--- config.mk ---
export PLATFORM = sky130hd
export DESIGN_NAME = sync_rate_top
export DESIGN_NICKNAME = d
export VERILOG_FILES = /design/src/sync_pkg.sv /design/src/fifo_if.sv /design/src/sym_fifo.sv /design/src/sync_rate_top.sv
export SDC_FILE = /design/constraint.sdc
export NUM_CORES = 1
export LEC_CHECK = 0
export BUFFER_PORTS_ARGS = -buffer_cell sky130_fd_sc_hd__clkbuf_2
export CORE_MARGIN = 5
export CORE_UTILIZATION = 50
export CTS_CLUSTER_SIZE = 24
export DETAILED_ROUTE_END_ITERATION = 6
export GPL_ROUTABILITY_DRIVEN = 0
export PLACE_DENSITY = 0.68
export SLEW_MARGIN = 40
export SYNTH_ARGS = -nofsm -noshare
export SYNTH_HDL_FRONTEND = slang
export SYNTH_SLANG_ARGS = --single-unit
--- constraint.sdc ---
create_clock -name clk -period 6 [get_ports clk]
set_input_delay 0.6 -clock clk [delete_from_list [all_inputs] [get_ports clk]]
set_output_delay 0.6 -clock clk [all_outputs]
set_load 0.02 [all_outputs]
--- src/sync_pkg.sv ---
// Package: register map, field positions, widths and helpers for the sync and symbol-rate block
package sync_pkg;

  // ==========================================================================
  // Clock and rate constants
  // ==========================================================================
  localparam int unsigned CLK_HZ     = 10_000_000;  // Local clock, 100 ns period
  localparam int unsigned FCK_MAX_HZ = 70_000_000;  // Fastest device clock allowed

  // ==========================================================================
  // Widths
  // ==========================================================================
  localparam int ADDR_W   = 8;   // Avalon byte address width
  localparam int DATA_W   = 32;  // Avalon data width
  localparam int SAMP_W   = 16;  // One I or Q word
  localparam int SYM_W    = 32;  // One I/Q pair
  localparam int N_W      = 16;  // Interpolation ratio width
  localparam int PAIR_W   = 18;  // Width holding 4N
  localparam int PERIOD_W = 24;  // Sync counter width
  localparam int COEF_W   = 16;  // Filter coefficient width
  localparam int CIDX_W   = 5;   // Stored coefficient index width
  localparam int TAP_W    = 6;   // Full impulse-response tap index width
  localparam int NUM_COEF = 32;  // Stored coefficients
  localparam int FIFO_DEPTH = 8; // Symbol buffer depth
  localparam int FIFO_LW    = 4; // Buffer level width

  // ==========================================================================
  // Register offsets (byte addresses)
  // ==========================================================================
  localparam logic [ADDR_W-1:0] CTRL_OFS     = 8'h00;  // Control
  localparam logic [ADDR_W-1:0] INTERP_OFS   = 8'h04;  // Interpolation ratio N
  localparam logic [ADDR_W-1:0] PERIOD_OFS   = 8'h08;  // Sync counter period
  localparam logic [ADDR_W-1:0] STATUS_OFS   = 8'h0C;  // Status
  localparam logic [ADDR_W-1:0] COEF_OFS     = 8'h10;  // Coefficient write port
  localparam logic [ADDR_W-1:0] TAP_OFS      = 8'h14;  // Tap select / readback
  localparam logic [ADDR_W-1:0] SYNCCNT_OFS  = 8'h18;  // Live sync counter

  // ==========================================================================
  // Field positions
  // ==========================================================================
  localparam int CTRL_MODE2X_BIT = 0;  // 1: two pairs per symbol
  localparam int CTRL_TCSEL_BIT  = 1;  // 1: sync out is terminal count
  localparam int CTRL_PULSE_BIT  = 2;  // Rising edge fires one-shot
  localparam int CTRL_RUN_BIT    = 3;  // Run symbol pacing
  localparam int CTRL_W          = 4;
  localparam int ST_UNDERRUN_BIT = 0;  // Sticky, write one to clear
  localparam int ST_PHASE_BIT    = 1;  // Second pair of a 2X symbol
  localparam int ST_LEVEL_LSB    = 8;  // Buffer level field
  localparam int COEF_IDX_LSB    = 16; // Coefficient index field

  // ==========================================================================
  // Reset values
  // ==========================================================================
  localparam logic [CTRL_W-1:0]   CTRL_RST   = 4'h0;
  localparam logic [N_W-1:0]      INTERP_RST = 16'h0008;
  localparam logic [PERIOD_W-1:0] PERIOD_RST = 24'h000040;
  localparam logic [TAP_W-1:0]    TAP_LAST   = 6'h3E;   // Index 62
  localparam logic [TAP_W-1:0]    COEF_LAST  = 6'h1F;   // Index 31, filter centre

  // ==========================================================================
  // Types and helpers
  // ==========================================================================
  typedef enum logic [1:0] {
    BUS_IDLE = 2'b01,   // Waitrequest high, waiting for request
    BUS_ACK  = 2'b10    // Waitrequest low, request completes
  } bus_state_t;

  // Folds a tap index 0..62 onto the stored half 0..31
  function automatic logic [CIDX_W-1:0] mirror_tap(input logic [TAP_W-1:0] k);
    logic [TAP_W-1:0] m;
    m = (k > COEF_LAST) ? (TAP_LAST - k) : k;
    return m[CIDX_W-1:0];
  endfunction

  // Reload value for a down-counter of length len (len of zero acts as one)
  function automatic logic [PERIOD_W-1:0] reload_of(input logic [PERIOD_W-1:0] len);
    return (len == '0) ? '0 : len - 24'h000001;
  endfunction

endpackage

--- src/fifo_if.sv ---
// Interface: fill and drain sides of the symbol buffer
`timescale 1ns/1ps
`default_nettype none
interface fifo_if #(parameter int W = 32, parameter int LW = 4);
  logic          push_valid;  // Producer offers a word
  logic          push_ready;  // Buffer has room
  logic [W-1:0]  push_data;   // Word offered
  logic          pop_valid;   // Buffer holds a word
  logic          pop_ready;   // Consumer takes the word
  logic [W-1:0]  pop_data;    // Oldest word
  logic [LW-1:0] level;       // Words held

  modport store (input push_valid, push_data, pop_ready,
                 output push_ready, pop_valid, pop_data, level);
  modport user  (output push_valid, push_data, pop_ready,
                 input push_ready, pop_valid, pop_data, level);
endinterface
`default_nettype wire

--- src/sym_fifo.sv ---
// Module: parameterised first-in first-out buffer for I/Q pairs
`timescale 1ns/1ps
`default_nettype none
module sym_fifo #(
  parameter int WIDTH = 32,  // Word width
  parameter int DEPTH = 8,   // Words held
  parameter int LW    = 4    // Level width, must hold DEPTH
) (
  input wire logic clk,    // Clock
  input wire logic reset,  // Synchronous reset, active high
  fifo_if.store    f       // Fill and drain sides
);
  localparam int PW = $clog2(DEPTH);

  logic [WIDTH-1:0] mem [DEPTH];  // Storage
  logic [PW-1:0]    wp_r;         // Write pointer
  logic [PW-1:0]    rp_r;         // Read pointer
  logic [LW-1:0]    cnt_r;        // Words held
  logic [LW-1:0]    cnt_nxt;      // Next word count
  logic             ready_r;      // Registered not-full
  logic             valid_r;      // Registered not-empty
  logic             push;         // Word accepted
  logic             pop;          // Word removed

  assign push       = f.push_valid & ready_r;
  assign pop        = valid_r & f.pop_ready;
  assign f.push_ready = ready_r;
  assign f.pop_valid  = valid_r;
  assign f.pop_data   = mem[rp_r];
  assign f.level      = cnt_r;

  // ==========================================================================
  // Count and flags
  // ==========================================================================
  always_comb begin
    cnt_nxt = cnt_r;
    if (push && !pop) begin
      cnt_nxt = cnt_r + LW'(1);
    end else if (pop && !push) begin
      cnt_nxt = cnt_r - LW'(1);
    end
  end

  // Flags registered from next count so both stay honest cycle by cycle
  always_ff @(posedge clk) begin
    if (reset) begin
      cnt_r   <= '0;
      ready_r <= 1'b0;
      valid_r <= 1'b0;
    end else begin
      cnt_r   <= cnt_nxt;
      ready_r <= (cnt_nxt != LW'(DEPTH));
      valid_r <= (cnt_nxt != '0);
    end
  end

  // ==========================================================================
  // Pointers and storage
  // ==========================================================================
  always_ff @(posedge clk) begin
    if (reset) begin
      wp_r <= '0;
      rp_r <= '0;
    end else begin
      if (push) begin
        wp_r <= (wp_r == PW'(DEPTH - 1)) ? '0 : wp_r + PW'(1);
      end
      if (pop) begin
        rp_r <= (rp_r == PW'(DEPTH - 1)) ? '0 : rp_r + PW'(1);
      end
    end
  end

  // Storage write, no reset needed on data
  always_ff @(posedge clk) begin
    if (push) begin
      mem[wp_r] <= f.push_data;
    end
  end
endmodule
`default_nettype wire

--- src/sync_rate_top.sv ---
// Top: multi-device sync generator, symbol pacing and register slave
//
// Chosen here: the Avalon-MM slave port and the address map.
`timescale 1ns/1ps
`default_nettype none
module sync_rate_top
  import sync_pkg::*;
(
  input  wire logic              clk,          // Clock, 10 MHz
  input  wire logic              reset,        // Synchronous reset, active high
  input  wire logic [ADDR_W-1:0] address,      // Avalon byte address
  input  wire logic              read,         // Avalon read
  input  wire logic              write,        // Avalon write
  input  wire logic [DATA_W-1:0] writedata,    // Avalon write data
  output logic      [DATA_W-1:0] readdata,     // Avalon read data
  output logic                   waitrequest,  // Avalon wait
  input  wire logic              sym_valid,    // Source offers an I/Q pair
  input  wire logic [SAMP_W-1:0] sym_i,        // In-phase word
  input  wire logic [SAMP_W-1:0] sym_q,        // Quadrature word
  output logic                   sym_ready,    // Buffer has room
  input  wire logic              sync_in,      // Shared sync strobe pin
  output logic                   sync_out,     // Sync output pin
  output logic                   req_out,      // Pair request pulse
  output logic      [SAMP_W-1:0] out_i,        // Output in-phase sample
  output logic      [SAMP_W-1:0] out_q,        // Output quadrature sample
  output logic                   out_valid     // Output sample valid
);

  // ==========================================================================
  // Declarations
  // ==========================================================================
  bus_state_t            bus_r;          // Bus handshake state
  logic [DATA_W-1:0]     rdata_r;        // Registered read data
  logic [CTRL_W-1:0]     ctrl_r;         // Control bits
  logic [N_W-1:0]        interp_r;       // Interpolation ratio N
  logic [PERIOD_W-1:0]   period_r;       // Sync counter period
  logic [TAP_W-1:0]      tap_r;          // Tap selected for readback
  logic [COEF_W-1:0]     coef [NUM_COEF]; // Stored half impulse response
  logic                  underrun_r;     // Sticky: pair due, buffer empty
  logic                  phase_r;        // Second pair of 2X symbol
  logic                  sync_meta_r;    // Synchroniser first stage
  logic                  sync_s_r;       // Synchroniser second stage
  logic                  sync_prev_r;    // Delayed copy for edge detect
  logic                  sync_evt;       // Rising edge of shared strobe
  logic [PAIR_W-1:0]     pair_cnt_r;     // Counts 4N clocks per pair
  logic                  pair_tick;      // Pair slot ends
  logic [PERIOD_W-1:0]   sync_cnt_r;     // Sync down-counter
  logic                  tc;             // Terminal count
  logic                  pulse_prev_r;   // Previous one-shot control bit
  logic                  pulse_fire;     // One-shot edge
  logic                  sync_out_r;     // Registered sync output
  logic                  req_r;          // Registered request pulse
  logic [SYM_W-1:0]      hold_r;         // Pair held for the output
  logic [SAMP_W-1:0]     out_i_r;        // Output sample I
  logic [SAMP_W-1:0]     out_q_r;        // Output sample Q
  logic                  out_valid_r;    // Output valid
  logic                  wr_go;          // Write completes this edge
  logic                  run;            // Pacing enabled
  logic [PAIR_W-1:0]     pair_reload;    // 4N minus one

  fifo_if #(.W(SYM_W), .LW(FIFO_LW)) fq ();  // Buffer connection

  assign run         = ctrl_r[CTRL_RUN_BIT];
  assign wr_go       = write && (bus_r == BUS_ACK);
  assign pair_reload = {interp_r, 2'b00} - PAIR_W'(1);
  assign sync_evt    = sync_s_r & ~sync_prev_r;
  assign pair_tick   = run && (pair_cnt_r == '0);
  assign tc          = (sync_cnt_r == '0);
  assign pulse_fire  = ctrl_r[CTRL_PULSE_BIT] & ~pulse_prev_r;

  // ==========================================================================
  // Symbol buffer
  // ==========================================================================
  assign fq.push_valid = sym_valid;
  assign fq.push_data  = {sym_i, sym_q};
  assign fq.pop_ready  = pair_tick;

  sym_fifo #(.WIDTH(SYM_W), .DEPTH(FIFO_DEPTH), .LW(FIFO_LW)) u_fifo (
    .clk   (clk),
    .reset (reset),
    .f     (fq.store)
  );

  // ==========================================================================
  // Avalon handshake: one wait cycle, then completion
  // ==========================================================================
  // Waitrequest is high in idle and drops for exactly one cycle per request
  always_ff @(posedge clk) begin
    if (reset) begin
      bus_r <= BUS_IDLE;
    end else begin
      case (bus_r)
        BUS_IDLE: begin
          if (read || write) begin
            bus_r <= BUS_ACK;
          end
        end
        BUS_ACK: begin
          bus_r <= BUS_IDLE;   // Request finishes at this edge
        end
        default: begin
          bus_r <= BUS_IDLE;
        end
      endcase
    end
  end

  // Read data captured as waitrequest falls, so it stands at the sampling edge
  always_ff @(posedge clk) begin
    if (reset) begin
      rdata_r <= '0;
    end else if (bus_r == BUS_IDLE && read) begin
      case (address)
        CTRL_OFS:    rdata_r <= DATA_W'(ctrl_r);
        INTERP_OFS:  rdata_r <= DATA_W'(interp_r);
        PERIOD_OFS:  rdata_r <= DATA_W'(period_r);
        STATUS_OFS: begin
          rdata_r <= '0;
          rdata_r[ST_UNDERRUN_BIT] <= underrun_r;
          rdata_r[ST_PHASE_BIT]    <= phase_r;
          rdata_r[ST_LEVEL_LSB +: FIFO_LW] <= fq.level;
        end
        // Readback folds the second half onto the stored first half
        TAP_OFS:     rdata_r <= {10'h000, tap_r, coef[mirror_tap(tap_r)]};
        SYNCCNT_OFS: rdata_r <= DATA_W'(sync_cnt_r);
        default:     rdata_r <= '0;   // Unmapped reads return zero
      endcase
    end
  end

  // ==========================================================================
  // Control registers
  // ==========================================================================
  // Writes land at the edge where waitrequest is seen low; unmapped ignored
  always_ff @(posedge clk) begin
    if (reset) begin
      ctrl_r   <= CTRL_RST;
      interp_r <= INTERP_RST;
      period_r <= PERIOD_RST;
      tap_r    <= '0;
    end else if (wr_go) begin
      case (address)
        CTRL_OFS:   ctrl_r   <= writedata[CTRL_W-1:0];
        INTERP_OFS: interp_r <= writedata[N_W-1:0];
        // Software keeps this a multiple of 8N when terminal count is shared
        PERIOD_OFS: period_r <= writedata[PERIOD_W-1:0];
        TAP_OFS:    tap_r    <= writedata[TAP_W-1:0];
        default:    tap_r    <= tap_r;
      endcase
    end
  end

  // Coefficient store: only the first half of the response is kept
  always_ff @(posedge clk) begin
    if (wr_go && address == COEF_OFS) begin
      coef[writedata[COEF_IDX_LSB +: CIDX_W]] <= writedata[COEF_W-1:0];
    end
  end

  // ==========================================================================
  // Sync input synchroniser
  // ==========================================================================
  // The strobe comes from a pin, so two stages before any edge logic
  always_ff @(posedge clk) begin
    if (reset) begin
      sync_meta_r <= 1'b0;
      sync_s_r    <= 1'b0;
      sync_prev_r <= 1'b0;
    end else begin
      sync_meta_r <= sync_in;
      sync_s_r    <= sync_meta_r;
      sync_prev_r <= sync_s_r;
    end
  end

  // ==========================================================================
  // Sync counter and sync output
  // ==========================================================================
  // Every device seeing the same strobe reloads on the same clock
  always_ff @(posedge clk) begin
    if (reset) begin
      sync_cnt_r <= PERIOD_RST - PERIOD_W'(1);  // Counts period-1..0 from the start
    end else if (sync_evt || tc) begin
      sync_cnt_r <= reload_of(period_r);
    end else begin
      sync_cnt_r <= sync_cnt_r - PERIOD_W'(1);
    end
  end

  // One-shot fires on the rising edge of the control bit
  always_ff @(posedge clk) begin
    if (reset) begin
      pulse_prev_r <= 1'b0;
    end else begin
      pulse_prev_r <= ctrl_r[CTRL_PULSE_BIT];
    end
  end

  // Output selects between the two sync sources
  always_ff @(posedge clk) begin
    if (reset) begin
      sync_out_r <= 1'b0;
    end else if (ctrl_r[CTRL_TCSEL_BIT]) begin
      sync_out_r <= tc;
    end else begin
      sync_out_r <= pulse_fire;
    end
  end

  // ==========================================================================
  // Pair pacing: one pair each 4N clocks in both modes
  // ==========================================================================
  // 1X symbol = 4N clocks, 2X symbol = 8N clocks holding two pairs
  always_ff @(posedge clk) begin
    if (reset) begin
      pair_cnt_r <= '0;
      phase_r    <= 1'b0;
    end else if (sync_evt || !run) begin
      pair_cnt_r <= pair_reload;
      phase_r    <= 1'b0;
    end else if (pair_tick) begin
      pair_cnt_r <= pair_reload;
      phase_r    <= ctrl_r[CTRL_MODE2X_BIT] & ~phase_r;
    end else begin
      pair_cnt_r <= pair_cnt_r - PAIR_W'(1);
    end
  end

  // Request pulse lets the source pace its input
  always_ff @(posedge clk) begin
    if (reset) begin
      req_r <= 1'b0;
    end else begin
      req_r <= pair_tick;
    end
  end

  // Take the next pair; an empty buffer holds zero and flags underrun
  always_ff @(posedge clk) begin
    if (reset) begin
      hold_r <= '0;
    end else if (pair_tick) begin
      hold_r <= fq.pop_valid ? fq.pop_data : '0;
    end
  end

  // Sticky underrun: a new event beats a clear in the same cycle
  always_ff @(posedge clk) begin
    if (reset) begin
      underrun_r <= 1'b0;
    end else if (pair_tick && !fq.pop_valid) begin
      underrun_r <= 1'b1;
    end else if (wr_go && address == STATUS_OFS && writedata[ST_UNDERRUN_BIT]) begin
      underrun_r <= 1'b0;
    end
  end

  // ==========================================================================
  // Output samples, one per clock
  // ==========================================================================
  // Rate limit is the clock itself; 10 MHz sits below the 70 MHz ceiling
  always_ff @(posedge clk) begin
    if (reset) begin
      out_i_r     <= '0;
      out_q_r     <= '0;
      out_valid_r <= 1'b0;
    end else begin
      out_i_r     <= hold_r[SYM_W-1:SAMP_W];
      out_q_r     <= hold_r[SAMP_W-1:0];
      out_valid_r <= run;
    end
  end

  assign readdata    = rdata_r;
  assign waitrequest = (bus_r != BUS_ACK);
  assign sym_ready   = fq.push_ready;
  assign sync_out    = sync_out_r;
  assign req_out     = req_r;
  assign out_i       = out_i_r;
  assign out_q       = out_q_r;
  assign out_valid   = out_valid_r;

endmodule
`default_nettype wire

==> impl_metrics.ini <==
[run_status]
status = completed

[route]
drcViolationCount = 0
ant_nets = 0
wl_um = 90100
wl_met2_um = 43600
viasPerCell = 5.94
drt_iter0_markers = 2116
top_layer = met5
dr.pass1.iters = 5
wl_met3_um = 7130
vias = 21588
wl_per_cell_um = 24.8
wl_met1_um = 36900

[global_route]
grt_max_degree = 81
first_global_vias = 21897
grt_pass1_wl_um = 136000
grt_overflow_total = 0
antenna_found_initial = 4
grt.total_usage = 0.217

[layout]
syn_to_final_growth_pct = 13.5
multiInputGateArea_um2 = 10700
regArea_um2 = 27200
drive_above_1_share = 0.210
num-fill-cells = 5699
nets = 2613

[logic_synthesis]
yosysTopAreaCell = edfxtp_1
synth-main-ff-cell = edfxtp_1
yosysWarnings = 0
seq_area_frac_synth = 0.709
syn_avg_cell_area_um2 = 16.2
synthArstFlopShare = 0
netlist.area_leader.share = 0.602
netlist_instances = 2366
synth-seq-cells = 974
synth_area_leaders = edfxtp_1, dfxtp_1, mux4_2
synth_cell_types = 66
syn_area_um2 = 38300
synth-edff-count = 768

[timing]
rsz0062_at_grt = false
final_max_slew_viol_count = 0
finalCritPeriodShare = 0.654
hold_viol = 0
finalSetupViolations = 0
period_needed_ns = 3.92
whs_ns = 0.158
skew_ns = 0.0339
fin_tns_setup_ns = 0
slew_headroom = 0.423
tightest_slew_ns = 0.865
max_freq_mhz = 255

[place]
post-dp-hpwl_um = 53800
io_buffer_count = 130

[floorplanning]
fp-row-count = 101
initial_core_util = 0.505
ioPinCount = 147
die-area_um2 = 82300
die_w_um = 287
die_h_um = 287
core-area_um2 = 75900

[pwr]
leakagePower_nw = 14.1
vdd_drop_max_v = 0.000246
p_per_area_nw_per_um2 = 309
finalPower_mw = 13.4

[worst_hold_path]
hold_class = in2reg

[worst_setup_path]
path_cells = ha_1, nand2b_1, xnor2_4, buf_12, mux4_2, nor2b_1, a2111oi_0, a311o_1, o21ai_1
max_stage_delay_ns = 0.68
cp-end-kind = flop
crit_slowest_cell = xnor2_4
startpoint_type = flop
cp_top_family = compound AO/OA/AOI/OAI gates
crit_required_ns = 6.53
cp_max_fo = 45
cp.arrival_ns = 4.46
critical_path_class = reg2reg
path_buf_inv = 1

[clocking]
cts_setup_buffers = 0
cts.sinks = 974
cts_buffers = 98
cts_tree = done
cts-root-buf = clkbuf_16
insertion_delay_ns = 0.67
cts-htree-levels = 3
postCtsHoldBufs = 0
cts-resized-gates = 0
ctsLongestPathBuffers = 3
cts.clk_slew.worst_paths_ns = 0.06

[job]
max-cap-violations = 0
## cells in the final DEF, fill, tap and decap left out, types with 16 or more instances in the layout
cell type | Yosys | layout
clkbuf_1 | 85 | 28
a21oi_1 | 76 | 76
nor3_1 | 33 | 29
o21ai_0 | 28 | 28
buf_4 | 9 | 51
xor2_1 | 32 | 31
o22ai_1 | 34 | 34
nor4_1 | 21 | 20
dfxtp_1 | 206 | 202
edfxtp_1 | 768 | 768
mux2i_1 | 74 | 74
xnor2_1 | 40 | 40
inv_1 | 16 | 16
nor2b_1 | 54 | 53
clkbuf_16 | 0 | 99
mux4_2 | 181 | 181
nand2_1 | 233 | 232
nor2_1 | 122 | 113
a211oi_1 | 22 | 21
a22oi_1 | 41 | 41
clkinv_1 | 0 | 17
clkinv_2 | 0 | 19
clkbuf_2 | 0 | 117
nand3_1 | 52 | 52
o2bb2ai_1 | 34 | 34
## synthesized netlist by cell type, types with 6 or more instances
library cell,n
buf_1,21
a22oi_1,41
a211oi_1,22
o31ai_1,6
nor4_1,21
nand2b_1,10
buf_2,21
or4_1,6
nand3_1,52
o21ai_1,6
inv_1,16
edfxtp_1,768
clkbuf_1,85
buf_4,9
a2111oi_0,6
nand3b_1,10
xnor2_1,40
or3_1,15
and2_1,12
o22ai_1,34
a21oi_1,76
nor3_1,33
o21ai_0,28
mux4_2,181
nor2b_1,54
nor2_1,122
nor3b_1,10
o2bb2ai_1,34
a31oi_1,9
mux2i_1,74
a32oi_1,8
nand2_1,233
xor2_1,32
ha_1,14
dfxtp_1,206
## per-layer routing
metal | vias up | GRT usage
met3 | 143 | 0.0435
met2 | 826 | 0.353
met1 | 11084 | 0.303
li1 | 9529 | -
met5 | - | 0
met4 | 6 | 0.0632
## sequential cells by signal, summed over array words and instances (netlist names), 2 cells and up, named ones only
name and flops:
interp_r 16, readdata 24, bus_r 2, hold_r 32, sync_cnt_r 24, out_i 16, u_fifo.f.level 4, u_fifo.wp_r 3
pair_cnt_r 18, u_fifo.mem 256, u_fifo.rp_r 3, out_q 16, ctrl_r 4, tap_r 6, coef 512, period_r 24
## path summary, 6_finish.rpt
kind / start / endpoint / slack (ns) / cells after the start
worst max-delay path: tap_r[1] / readdata[9] / 2.08 / 9
worst min-delay path: sync_in / sync_meta_r / 0.16 / 2
worst max register to register: tap_r[1] / readdata[9] / 2.08 / 9
worst min register to register: sync_meta_r / sync_s_r / 0.45 / 1
## cell type report
class / instances / share of cell area
inverter: 16 / 0.00138
multi-input combinational: 1246 / 0.246
sequential: 974 / 0.625
clock buffer: 130 / 0.0603
timing repair buffer: 185 / 0.0258
antenna: 1 / 0.0000575
tap: 1030 / 0.0296
clock inverter: 53 / 0.0118
## power breakdown
group          total (mW)  internal [mW]  switching [mW]  leakage (nW)
combinational       0.253         0.0584           0.195          4.03
sequential           7.32           7.30          0.0182          8.58
clock                5.87           3.32            2.55          1.52
total                13.4           10.7            2.76          14.1
## through the flow
stage	setup WS, ns	utilization	cell area [um^2]	instances
after global placement	2.16	0.530	40200	3450
after CTS	2.04	0.572	43500	3634
after global routing	1.90	0.573	43500	3635
final	2.08	0.573	43500	3635
after detailed placement	2.08	0.531	40300	3451
after floorplan	1.21	-	38300	2373
## logic make-up (layout without fill, tap and decap cells)
family | count (synthesis) | in the layout | share of synthesized area
AOI/OAI and AO/OA | 291 | 291 | 0.0509
xor gates and xnor gates | 73 | 73 | 0.0169
DFF | 974 | 974 | 0.709
other | 1 | 9 | 0.0000979
adders and majority gates | 14 | 14 | 0.00457
muxes | 255 | 255 | 0.126
buffers and inverters | 153 | 384 | 0.0168
and+or+nand+nor | 605 | 605 | 0.0756
Power figures use the tool's default switching activity.
